### src/logic/pct_pkg.sv
// Package for the protection comparator trim control block
package pct_pkg;
    // ------------------------------------------------------------
    // Register indices (word address on the plain register port)
    // ------------------------------------------------------------
    localparam logic [2:0] PCT_ADDR_DAC_CODE = 3'h0;   // Threshold DAC code
    localparam logic [2:0] PCT_ADDR_AMP_CAL = 3'h1;    // Amplifier trim and mode
    localparam logic [2:0] PCT_ADDR_CMP_CAL = 3'h2;    // Comparator trim, mode, raw out
    localparam logic [2:0] PCT_ADDR_SWITCH = 3'h3;     // Analog switch control byte
    localparam logic [2:0] PCT_ADDR_CTRL = 3'h4;       // Enable, hysteresis, input select
    localparam logic [2:0] PCT_ADDR_DEBOUNCE = 3'h5;   // Debounce select
    // ------------------------------------------------------------
    // Reset values
    // ------------------------------------------------------------
    localparam logic [7:0] PCT_RST_DAC_CODE = 8'h00;
    localparam logic [7:0] PCT_RST_AMP_CAL = 8'h20;
    localparam logic [7:0] PCT_RST_CMP_CAL = 8'h10;
    localparam logic [7:0] PCT_RST_SWITCH = 8'hC8;
    localparam logic [7:0] PCT_RST_CTRL = 8'h00;
    localparam logic [2:0] PCT_RST_DEBOUNCE = 3'h0;
    // ------------------------------------------------------------
    // Field positions
    // ------------------------------------------------------------
    localparam int PCT_AMP_MODE_BIT = 7;
    localparam int PCT_AMP_REF_BIT = 6;
    localparam int PCT_CMP_OUT_BIT = 7;
    localparam int PCT_CMP_MODE_BIT = 6;
    localparam int PCT_CMP_REF_BIT = 5;
    localparam int PCT_CTRL_EN_BIT = 7;
    localparam int PCT_CTRL_HYST_BIT = 6;
    localparam int PCT_CTRL_FILT_BIT = 5;
    localparam int PCT_CTRL_PLUS_BIT = 1;
    localparam int PCT_CTRL_VREF_BIT = 0;
    localparam int PCT_SW_GAIN_LO = 4;
    localparam int PCT_SW_GAIN_HI = 6;
    // ------------------------------------------------------------
    // Debounce timing: one debounce period is one system clock
    // ------------------------------------------------------------
    localparam int PCT_DEBOUNCE_PERIOD_PS = 5000;
    localparam int PCT_CLOCK_PERIOD_PS = 5000;
    localparam int PCT_DEBOUNCE_CYCLES = (PCT_DEBOUNCE_PERIOD_PS + PCT_CLOCK_PERIOD_PS - 1)
                                         / PCT_CLOCK_PERIOD_PS;
    localparam int PCT_DEB_CNT_W = 8;
endpackage

### src/logic/pct_debounce.sv
// Debounce filter for the raw comparator output
`timescale 1ns/1ps
module pct_debounce
    import pct_pkg::*;
#(
    parameter int CNT_W = pct_pkg::PCT_DEB_CNT_W
)
(
    input wire logic i_clock,
    input wire logic i_rst_n,
    input wire logic [2:0] i_select,
    input wire logic i_raw,
    output logic o_filtered
);
    // ------------------------------------------------------------
    // State
    // ------------------------------------------------------------
    typedef struct packed
    {
        logic [CNT_W-1:0] count;    // Cycles the raw level has differed
        logic filt;                 // Filtered output
    } pct_deb_s;

    pct_deb_s state_reg;
    pct_deb_s state_next;
    logic [CNT_W-1:0] limit;

    // Stable length needed: 2^sel - 1 cycles including the first; the
    // unknown phase of the change gives the (n-1 ~ n) window
    always_comb
    begin
        limit = CNT_W'((CNT_W+1)'(1) << i_select) - CNT_W'(1);
    end

    // ------------------------------------------------------------
    // Next state
    // ------------------------------------------------------------
    always_comb
    begin
        state_next = state_reg;
        if (i_select == 3'h0)
        begin
            state_next.filt = i_raw;
            state_next.count = '0;
        end
        else if (i_raw == state_reg.filt)
        begin
            state_next.count = '0;
        end
        else if (state_reg.count >= limit - CNT_W'(PCT_DEBOUNCE_CYCLES))
        begin
            state_next.filt = i_raw;
            state_next.count = '0;
        end
        else
        begin
            state_next.count = state_reg.count + CNT_W'(1);
        end
    end

    // Register; counts every system clock edge
    always_ff @(posedge i_clock or negedge i_rst_n)
    begin
        if (!i_rst_n)
            state_reg <= '0;
        else
            state_reg <= state_next;
    end

    assign o_filtered = state_reg.filt;
endmodule

### src/logic/pct_top.sv
// Protection comparator trim control: registers, analog controls, debounce
//
// Functional notes
// - Select zero bypasses debounce entirely.
// - Other selects need stable input for 2^n - 1 cycles.
// - Debounce counts system clock cycles.
// - Eight-bit threshold code, reset zero, drives DAC.
// - Enable low forces raw comparator to zero.
// - Amplifier mode bit seven selects calibration.
// - Amplifier reference bit six selects input.
// - Six-bit amplifier trim drives offset adjust.
// - Comparator bit seven shows raw result, read-only.
// - Comparator mode bit six selects calibration.
// - Comparator reference bit five selects input.
// - Five-bit comparator trim drives offset adjust.
// - Switches six to four zero: unity buffer.
`timescale 1ns/1ps
module pct_top
    import pct_pkg::*;
#(
    parameter int DEB_CNT_W = pct_pkg::PCT_DEB_CNT_W
)
(
    input wire logic i_clock,
    input wire logic i_rst_n,
    input wire logic [2:0] i_addr,
    input wire logic [7:0] i_wdata,
    input wire logic i_write,
    input wire logic i_read,
    output logic [7:0] o_rdata,
    input wire logic i_cmp_analog,
    output logic o_cmp_filtered,
    output logic o_protect_enable,
    output logic [7:0] o_dac_code,
    output logic o_dac_vref_select,
    output logic [7:0] o_analog_switch_ctrl,
    output logic o_unity_buffer,
    output logic o_hysteresis_enable,
    output logic o_cmp_plus_input_select,
    output logic o_amp_cal_mode,
    output logic o_amp_cal_ref_select,
    output logic [5:0] o_amp_trim,
    output logic o_cmp_cal_mode,
    output logic o_cmp_cal_ref_select,
    output logic [4:0] o_cmp_trim
);
    import pct_pkg::*;

    // ------------------------------------------------------------
    // State
    // ------------------------------------------------------------
    typedef struct packed
    {
        logic [7:0] dac_code;       // Threshold DAC code
        logic [7:0] amp_cal;        // Mode, reference, six-bit trim
        logic [6:0] cmp_cal;        // Mode, reference, five-bit trim
        logic [7:0] switches;       // Analog switch control byte
        logic enable;               // Protect function enable
        logic hyst;                 // Hysteresis enable
        logic plus_sel;             // Comparator plus input select
        logic vref_sel;             // DAC reference select
        logic [2:0] deb_sel;        // Debounce select
        logic raw;                  // Gated, registered raw compare out
        logic unity;                // Unity buffer indication
        logic filt;                 // Registered filtered output
        logic [7:0] rdata;          // Read data, valid one cycle
    } pct_top_s;

    pct_top_s state_reg;
    pct_top_s state_next;
    logic deb_out;

    // Reset image of the whole state
    function automatic pct_top_s reset_state();
        pct_top_s s;
        s = '0;
        s.dac_code = PCT_RST_DAC_CODE;
        s.amp_cal = PCT_RST_AMP_CAL;
        s.cmp_cal = PCT_RST_CMP_CAL[6:0];
        s.switches = PCT_RST_SWITCH;
        s.enable = PCT_RST_CTRL[PCT_CTRL_EN_BIT];
        s.deb_sel = PCT_RST_DEBOUNCE;
        return s;
    endfunction

    // Unity buffer when the three gain switches are all off
    function automatic logic is_unity(input logic [7:0] sw);
        return sw[PCT_SW_GAIN_HI:PCT_SW_GAIN_LO] == 3'h0;
    endfunction

    // ------------------------------------------------------------
    // Debounce filter
    // ------------------------------------------------------------
    pct_debounce #(
        .CNT_W(DEB_CNT_W)
    ) u_debounce (
        .i_clock(i_clock),
        .i_rst_n(i_rst_n),
        .i_select(state_reg.deb_sel),
        .i_raw(state_reg.raw),
        .o_filtered(deb_out)
    );

    // ------------------------------------------------------------
    // Next state: register writes, reads, comparator sampling
    // ------------------------------------------------------------
    always_comb
    begin
        state_next = state_reg;
        // Disabled circuit reads raw output as zero
        state_next.raw = state_reg.enable & i_cmp_analog;
        state_next.filt = deb_out;
        state_next.rdata = 8'h00;
        if (i_write)
        begin
            unique case (i_addr)
                PCT_ADDR_DAC_CODE: state_next.dac_code = i_wdata;
                PCT_ADDR_AMP_CAL: state_next.amp_cal = i_wdata;
                PCT_ADDR_CMP_CAL: state_next.cmp_cal = i_wdata[6:0];
                PCT_ADDR_SWITCH: state_next.switches = i_wdata;
                PCT_ADDR_CTRL:
                begin
                    state_next.enable = i_wdata[PCT_CTRL_EN_BIT];
                    state_next.hyst = i_wdata[PCT_CTRL_HYST_BIT];
                    state_next.plus_sel = i_wdata[PCT_CTRL_PLUS_BIT];
                    state_next.vref_sel = i_wdata[PCT_CTRL_VREF_BIT];
                end
                PCT_ADDR_DEBOUNCE: state_next.deb_sel = i_wdata[2:0];
                default:
                begin
                    // Unmapped writes are ignored
                end
            endcase
        end
        if (i_read)
        begin
            unique case (i_addr)
                PCT_ADDR_DAC_CODE: state_next.rdata = state_reg.dac_code;
                PCT_ADDR_AMP_CAL: state_next.rdata = state_reg.amp_cal;
                // Bit seven is live status; writes never touch it
                PCT_ADDR_CMP_CAL: state_next.rdata = {state_reg.raw, state_reg.cmp_cal};
                PCT_ADDR_SWITCH: state_next.rdata = state_reg.switches;
                PCT_ADDR_CTRL:
                begin
                    state_next.rdata[PCT_CTRL_EN_BIT] = state_reg.enable;
                    state_next.rdata[PCT_CTRL_HYST_BIT] = state_reg.hyst;
                    state_next.rdata[PCT_CTRL_FILT_BIT] = state_reg.filt;
                    state_next.rdata[PCT_CTRL_PLUS_BIT] = state_reg.plus_sel;
                    state_next.rdata[PCT_CTRL_VREF_BIT] = state_reg.vref_sel;
                end
                PCT_ADDR_DEBOUNCE: state_next.rdata = {5'h00, state_reg.deb_sel};
                default: state_next.rdata = 8'h00;   // Unmapped reads as zero
            endcase
        end
        state_next.unity = is_unity(state_next.switches);
    end

    // ------------------------------------------------------------
    // State register
    // ------------------------------------------------------------
    always_ff @(posedge i_clock or negedge i_rst_n)
    begin
        if (!i_rst_n)
            state_reg <= reset_state();
        else
            state_reg <= state_next;
    end

    // ------------------------------------------------------------
    // Outputs, all straight from the state register
    // ------------------------------------------------------------
    assign o_rdata = state_reg.rdata;
    assign o_cmp_filtered = state_reg.filt;
    assign o_protect_enable = state_reg.enable;
    assign o_dac_code = state_reg.dac_code;
    assign o_dac_vref_select = state_reg.vref_sel;
    assign o_analog_switch_ctrl = state_reg.switches;
    assign o_unity_buffer = state_reg.unity;
    assign o_hysteresis_enable = state_reg.hyst;
    assign o_cmp_plus_input_select = state_reg.plus_sel;
    assign o_amp_cal_mode = state_reg.amp_cal[PCT_AMP_MODE_BIT];
    assign o_amp_cal_ref_select = state_reg.amp_cal[PCT_AMP_REF_BIT];
    assign o_amp_trim = state_reg.amp_cal[5:0];
    assign o_cmp_cal_mode = state_reg.cmp_cal[PCT_CMP_MODE_BIT];
    assign o_cmp_cal_ref_select = state_reg.cmp_cal[PCT_CMP_REF_BIT];
    assign o_cmp_trim = state_reg.cmp_cal[4:0];
endmodule

### config.mk
export PLATFORM = sky130hd
export DESIGN_NAME = pct_top
export DESIGN_NICKNAME = d
export VERILOG_FILES = /design/src/logic/pct_pkg.sv /design/src/logic/pct_debounce.sv /design/src/logic/pct_top.sv
export SDC_FILE = /design/constraint.sdc
export NUM_CORES = 1
export LEC_CHECK = 0
export ABC_CLOCK_PERIOD_IN_PS = 3300
export BUFFER_PORTS_ARGS = -buffer_cell sky130_fd_sc_hd__buf_2
export CAP_MARGIN = 20
export CORE_MARGIN = 5
export CORE_UTILIZATION = 55
export DETAILED_ROUTE_END_ITERATION = 10
export PLACE_DENSITY_LB_ADDON = 0.08
export SLEW_MARGIN = 20
export SYNTH_ARGS = -nofsm -noshare
export SYNTH_HDL_FRONTEND = slang
export SYNTH_SLANG_ARGS = --single-unit
### constraint.sdc
create_clock -name i_clock -period 3.3 [get_ports i_clock]
set_input_delay 0 -clock i_clock [delete_from_list [all_inputs] [get_ports i_clock]]
set_output_delay 0 -clock i_clock [all_outputs]
set_load 0.02 [all_outputs]
=== Word level (Yosys, flattened, before mapping) ===
Index checks and enable logic that the tools add are counted.

* Register bits after elaboration: 58
* Word-level logic and storage cells: 53
* Bits of input ports: 16
* Output and inout bits: 45

* Add/subtract/negate cells: 3
* Mux-type cells: 13
* Shift-type cells: 1
* Reduce and logical (&&, ||, !) cells: 11
* Bitwise operators: 1
* Order comparisons: 1
* Eq/ne operators: 7

{| class="wikitable"
|+ Operators by type and width
! operator !! count
|-
| $pmux W3 S5 || 2
|-
| $mux W8 || 3
|-
| $mux W14 || 1
|-
| $reduce_and A2 Y1 || 7
|-
| $pmux W2 S6 || 1
|-
| $logic_not A3 Y1 || 3
|-
| $mux W9 || 1
|-
| $add A8 B1 Y8 const B || 1
|-
| $ge A8 B8 Y1 || 1
|-
| $shl A1 B3 Y8 const A || 1
|-
| $sub A8 B1 Y8 const B || 1
|-
| $sub A8 B2 Y8 const B || 1
|-
| $mux W7 || 1
|-
| $eq A3 B2 Y1 const B || 2
|-
| $eq A3 B3 Y1 const B || 2
|-
| $mux W4 || 1
|-
| $eq A3 B1 Y1 const B || 1
|-
| $mux W3 || 1
|-
| $mux W1 || 2
|-
| $ne A2 B1 Y1 const B || 1
|-
| $reduce_bool A2 Y1 || 1
|-
| $and A1 B1 Y1 || 1
|-
| $eq A1 B1 Y1 || 1
|}

=== Logic depth before layout (Yosys ltp) ===
* Depth in word-level cells: 7
* Gate-level depth with buffers: 13
* Gate-level depth less buffers: 12

=== Hierarchy ===
A second synthesis with hierarchy kept.

* Cells, all modules: 255
* Area total of the unflattened synthesis: 3179.3 um^2

{| class="wikitable"
|+ By module, submodules not included
! module !! area an instance (um^2) !! instances !! cells an instance !! sequential area each (um^2)
|-
| pct_top || 2457.4 || 1 || 182 || 1232.4
|-
| pct_debounce || 721.9 || 1 || 73 || 225.2
|}

=== Worst setup path before layout ===
Ideal clock, no wire load.

* Path kind: reg2reg
* From: register state_reg[12] in the netlist's numbering
* To: register u_debounce.state_reg (netlist bit u_debounce.o_filtered)
* Arrival time: 2764 ps
* Required time: 3175 ps
* Slack: 411 ps
* Setup time: 125 ps
* Path buffers: 1
* Clock period less this slack: 2889 ps
* Stages on the path, launching flop included: 12
* Path through: dfrtp_1 clkbuf_1 or3b_2 ha_1 inv_1 a211o_1 a21boi_0 ha_1 a21o_1 a311oi_2 o31ai_2 mux2_4

* Longest elaborated chain between the ends: 6
* Elaborated cells between the ends (all ways): 9
* Those cells by class: 2 x add/sub; 1 x order compare; 1 x eq/ne; 1 x shift; 1 x mux; 3 x reduce/logical

{| class="wikitable"
|+ RTL lines
! what !! line !! source
|-
| start: declaration || pct_top.sv:69 || <nowiki>pct_top_s state_reg;</nowiki>
|-
| start signal: assignment || pct_top.sv:164 || <nowiki>state_reg <= reset_state();</nowiki>
|-
| start signal: assignment || pct_top.sv:166 || <nowiki>state_reg <= state_next;</nowiki>
|-
| $shl A1 B3 Y8 || pct_debounce.sv:32 || <nowiki>limit = CNT_W'((CNT_W+1)'(1) << i_select) - CNT_W'(1);</nowiki>
|-
| $sub A8 B2 Y8 || pct_debounce.sv:32 ||
|-
| $sub A8 B1 Y8 || pct_debounce.sv:50 || <nowiki>else if (state_reg.count >= limit - CNT_W'(PCT_DEBOUNCE_CYCLES))</nowiki>
|-
| $ge A8 B8 Y1 || pct_debounce.sv:50 ||
|-
| $reduce_bool A2 Y1 (no source line) || n/a ||
|-
| $reduce_and A2 Y1 (no source line) || n/a ||
|-
| end signal: assignment || pct_debounce.sv:67 || <nowiki>state_reg <= state_next;</nowiki>
|-
| end: declaration || pct_debounce.sv:24 || <nowiki>pct_deb_s state_reg;</nowiki>
|}

Several ways; a longest one is shown, not always the timed one.
A chain may end at the register's enable or synchronous reset.

=== Worst setup path after layout ===
* From: register state_reg[11] in the netlist's numbering
* To: register u_debounce.state_reg (netlist bit u_debounce.o_filtered)

The elaborated chain is that of the path after synthesis.

==> results.toml <==
[run_status]
status = "finished, final reports clean"

[grt]
grt_max_degree = 35
grt.overflow.total = 0
use_met2_pct = 28.5
antenna_found_initial = 0
track_usage_pct = 19.0
first_global_vias = 2061
grtUsageMet3_pct = 4.03
busiest_layer = "met2"
use_met1_pct = 26.2
grt_pass1_wl_um = 10600

[synth]
synth_area_mm2 = 0.00317
synth-edff-count = 0
synth_area_leaders = "dfrtp_1 42%, mux2_2 13%, buf_4 9.5%"
synth_top_cell_by_area = "dfrtp_1"
synth_top_flop_cell = "dfrtp_1"
synthArstFlopShare_pct = 100
ys_top_cells_by_count = "53 x dfrtp_1, 40 x buf_4, 38 x mux2_2"
ys_seq_area_share_pct = 46.0
avgSynthCellArea_um2 = 12.3
synthCells = 258
yosysTopAreaCellShare_pct = 41.8
ys_ff_latch = 58
syn_nets = 284
yosysWarningCount = 0
synth.distinct_cells = 45
synth.most_common_cell = "dfrtp_1"

[setup_path]
regToRegStartpoint = "state_reg[11]"
reg2reg_slack_ns = 0.22
critPathKind = "register to register"
arrival_ns = 3.29
r2r_cells = 10
crit_fanout = 10
rr_endpoint = "u_debounce.o_filtered"
endpoint_kind = "register"
start_kind = "register"
required_ns = 3.51

[floorplanning]
rows = 27
num_io_pins = 61
start_util_pct = 57.2
dieArea_mm2 = 0.00739
fp.dieW_um = 85.9
die_h_um = 85.9
core_mm2 = 0.00554

[timing]
hold_viol = 0
final-max-slew-violation-count = 0
fin_skew_ns = 0.00486
max_freq_mhz = 325
tightestPinTransition_ns = 0.605
tns_ns = 0
period_share_pct = 93.2
fin_crit_ns = 3.08
slew_headroom_pct = 59.6
final-setup-viol-count = 0
rsz0062_at_grt = "false"

[placement]
place.gp.congestion = 0.815
dpl.hpwl_um = 4470
place.port_buffers = 60

[clocking]
path_clk_slew_ns = 0.07
numCtsBuffers = 9
cts_tree = "done"
cts_resized = 0
clock_latency_ns = 0.33
cts_root_buffer = "clkbuf_8"
cts_buffer_depth = 2
htree_levels = 3
cts.sinks = 58

[min_path]
hold_start = "i_wdata[0]"
hold_depth = 2
hp-class = "input port to register"
min_to = "o_analog_switch_ctrl[0]"

[detailed_routing]
drt.antenna.violating_nets = 0
dr.pass1.iters = 4
wl_per_cell_um = 17.2
wl_um = 6390
drt_iter0_markers = 109
vias_per_cell = 5.33
route.vias.total = 1984
drc_errors = 0

[pwr]
power.total_mw = 2.32
power_density_mw_per_mm2 = 662
peakVddDrop_uv = 342
p_leak_nw = 1.68

[run]
maxCapViolations = 0

[cells_and_area]
drive_gt1_share_pct = 45.0
syn2layout_area_growth_pct = 10.7
diodes = 0
final_nets = 321
-- placed cells by master (no fill, tap or decap), types with 3 or more instances in the layout --
cell type | netlist | layout
dfrtp_1 | 53 | 53
mux2i_1 | 6 | 6
dlygate4sd3_1 | 0 | 10
nor3_2 | 3 | 3
a21oi_1 | 10 | 10
nand2b_1 | 3 | 3
buf_2 | 0 | 60
nand3_1 | 5 | 5
inv_1 | 4 | 4
ha_1 | 10 | 10
nor2_1 | 19 | 19
mux4_2 | 3 | 3
clkbuf_1 | 1 | 3
mux2_2 | 38 | 38
and2_1 | 3 | 3
nor2b_1 | 3 | 3
xnor2_1 | 3 | 3
clkbuf_8 | 0 | 11
xor2_1 | 5 | 5
nand2_1 | 6 | 6
dfstp_2 | 5 | 5
and3_1 | 6 | 6
a22oi_1 | 3 | 3
-- per-stage QoR --
step	hold WS [ns]	util [%]	area (um2)	std cells	worst slack (ns)
global placement	0.0164	58.0	3210	346	0.384
floorplan	-0.296	-	3170	258	0.411
CTS	0.0108	63.3	3510	372	0.229
finish	0.0279	63.3	3510	372	0.224
detailed placement	0.0225	58.0	3210	346	0.266
global route	0.0194	63.3	3510	372	0.0647
-- how the worst max path moves through the flow --
stage,start,end,slack [ns]
after floorplan,state_reg[12],u_debounce.o_filtered,0.41
after global placement,state_reg[13],u_debounce.o_filtered,0.38
after detailed placement,state_reg[11],u_debounce.o_filtered,0.27
after CTS,state_reg[11],u_debounce.o_filtered,0.23
after global routing,state_reg[11],u_debounce.state_reg[6],0.06
final,state_reg[11],u_debounce.o_filtered,0.22
-- routing by layer --
| layer | part of all wire, % | wire length [um] |
|---|---|---|
| met1 | 47 | 3030 |
| met2 | 46 | 2930 |
| met3 | 5.4 | 343 |
| met4 | 1.3 | 86 |
| met5 | 0 | 0 |
-- worst max-delay path: stages, from the launching register on --
cell and delay [ns]:
dfrtp_1 0.52, or3b_2 0.50, ha_1 0.23, inv_1 0.11, a211o_1 0.12, a21boi_0 0.21
ha_1 0.30, a21o_1 0.20, a311oi_2 0.34, o31ai_2 0.13, mux2_4 0.31
-- power breakdown --
part | leakage [nW] | total [mW] | switching, mW | internal (mW)
logic | 0.864 | 0.685 | 0.381 | 0.303
clock network | 0.101 | 0.662 | 0.272 | 0.390
registers | 0.720 | 0.979 | 0.119 | 0.859
total | 1.68 | 2.32 | 0.772 | 1.55
-- cell families (layout without fill, tap and decap cells) --
kind of cell / after synthesis / after routing / synth area share [%]
buf+inv: 50 / 92 / 11.9
compound gates: 27 / 27 / 6.82
simple gates: 56 / 56 / 10.4
mux: 49 / 49 / 18.8
flops: 58 / 58 / 46.0
fa+ha+maj: 10 / 10 / 3.94
xor+xnor: 8 / 8 / 2.21
-- what timing repair did --
action,CTS,global route
hold endpoints to repair,56,0
hold buffers,10,0
buffers inserted,0,0
endpoints found under the setup margin,0,0
-- cell type report --
class	instances	area, um2
inverters	5	18.8
multi-input cells	150	1340
repair buffers	71	408
fillers	472	2030
well taps	72	90.1
clock buffers	14	163
clock inverters	2	35.0
flip-flops and latches	58	1460
Note: power is estimated with default switching activity, not from simulation.
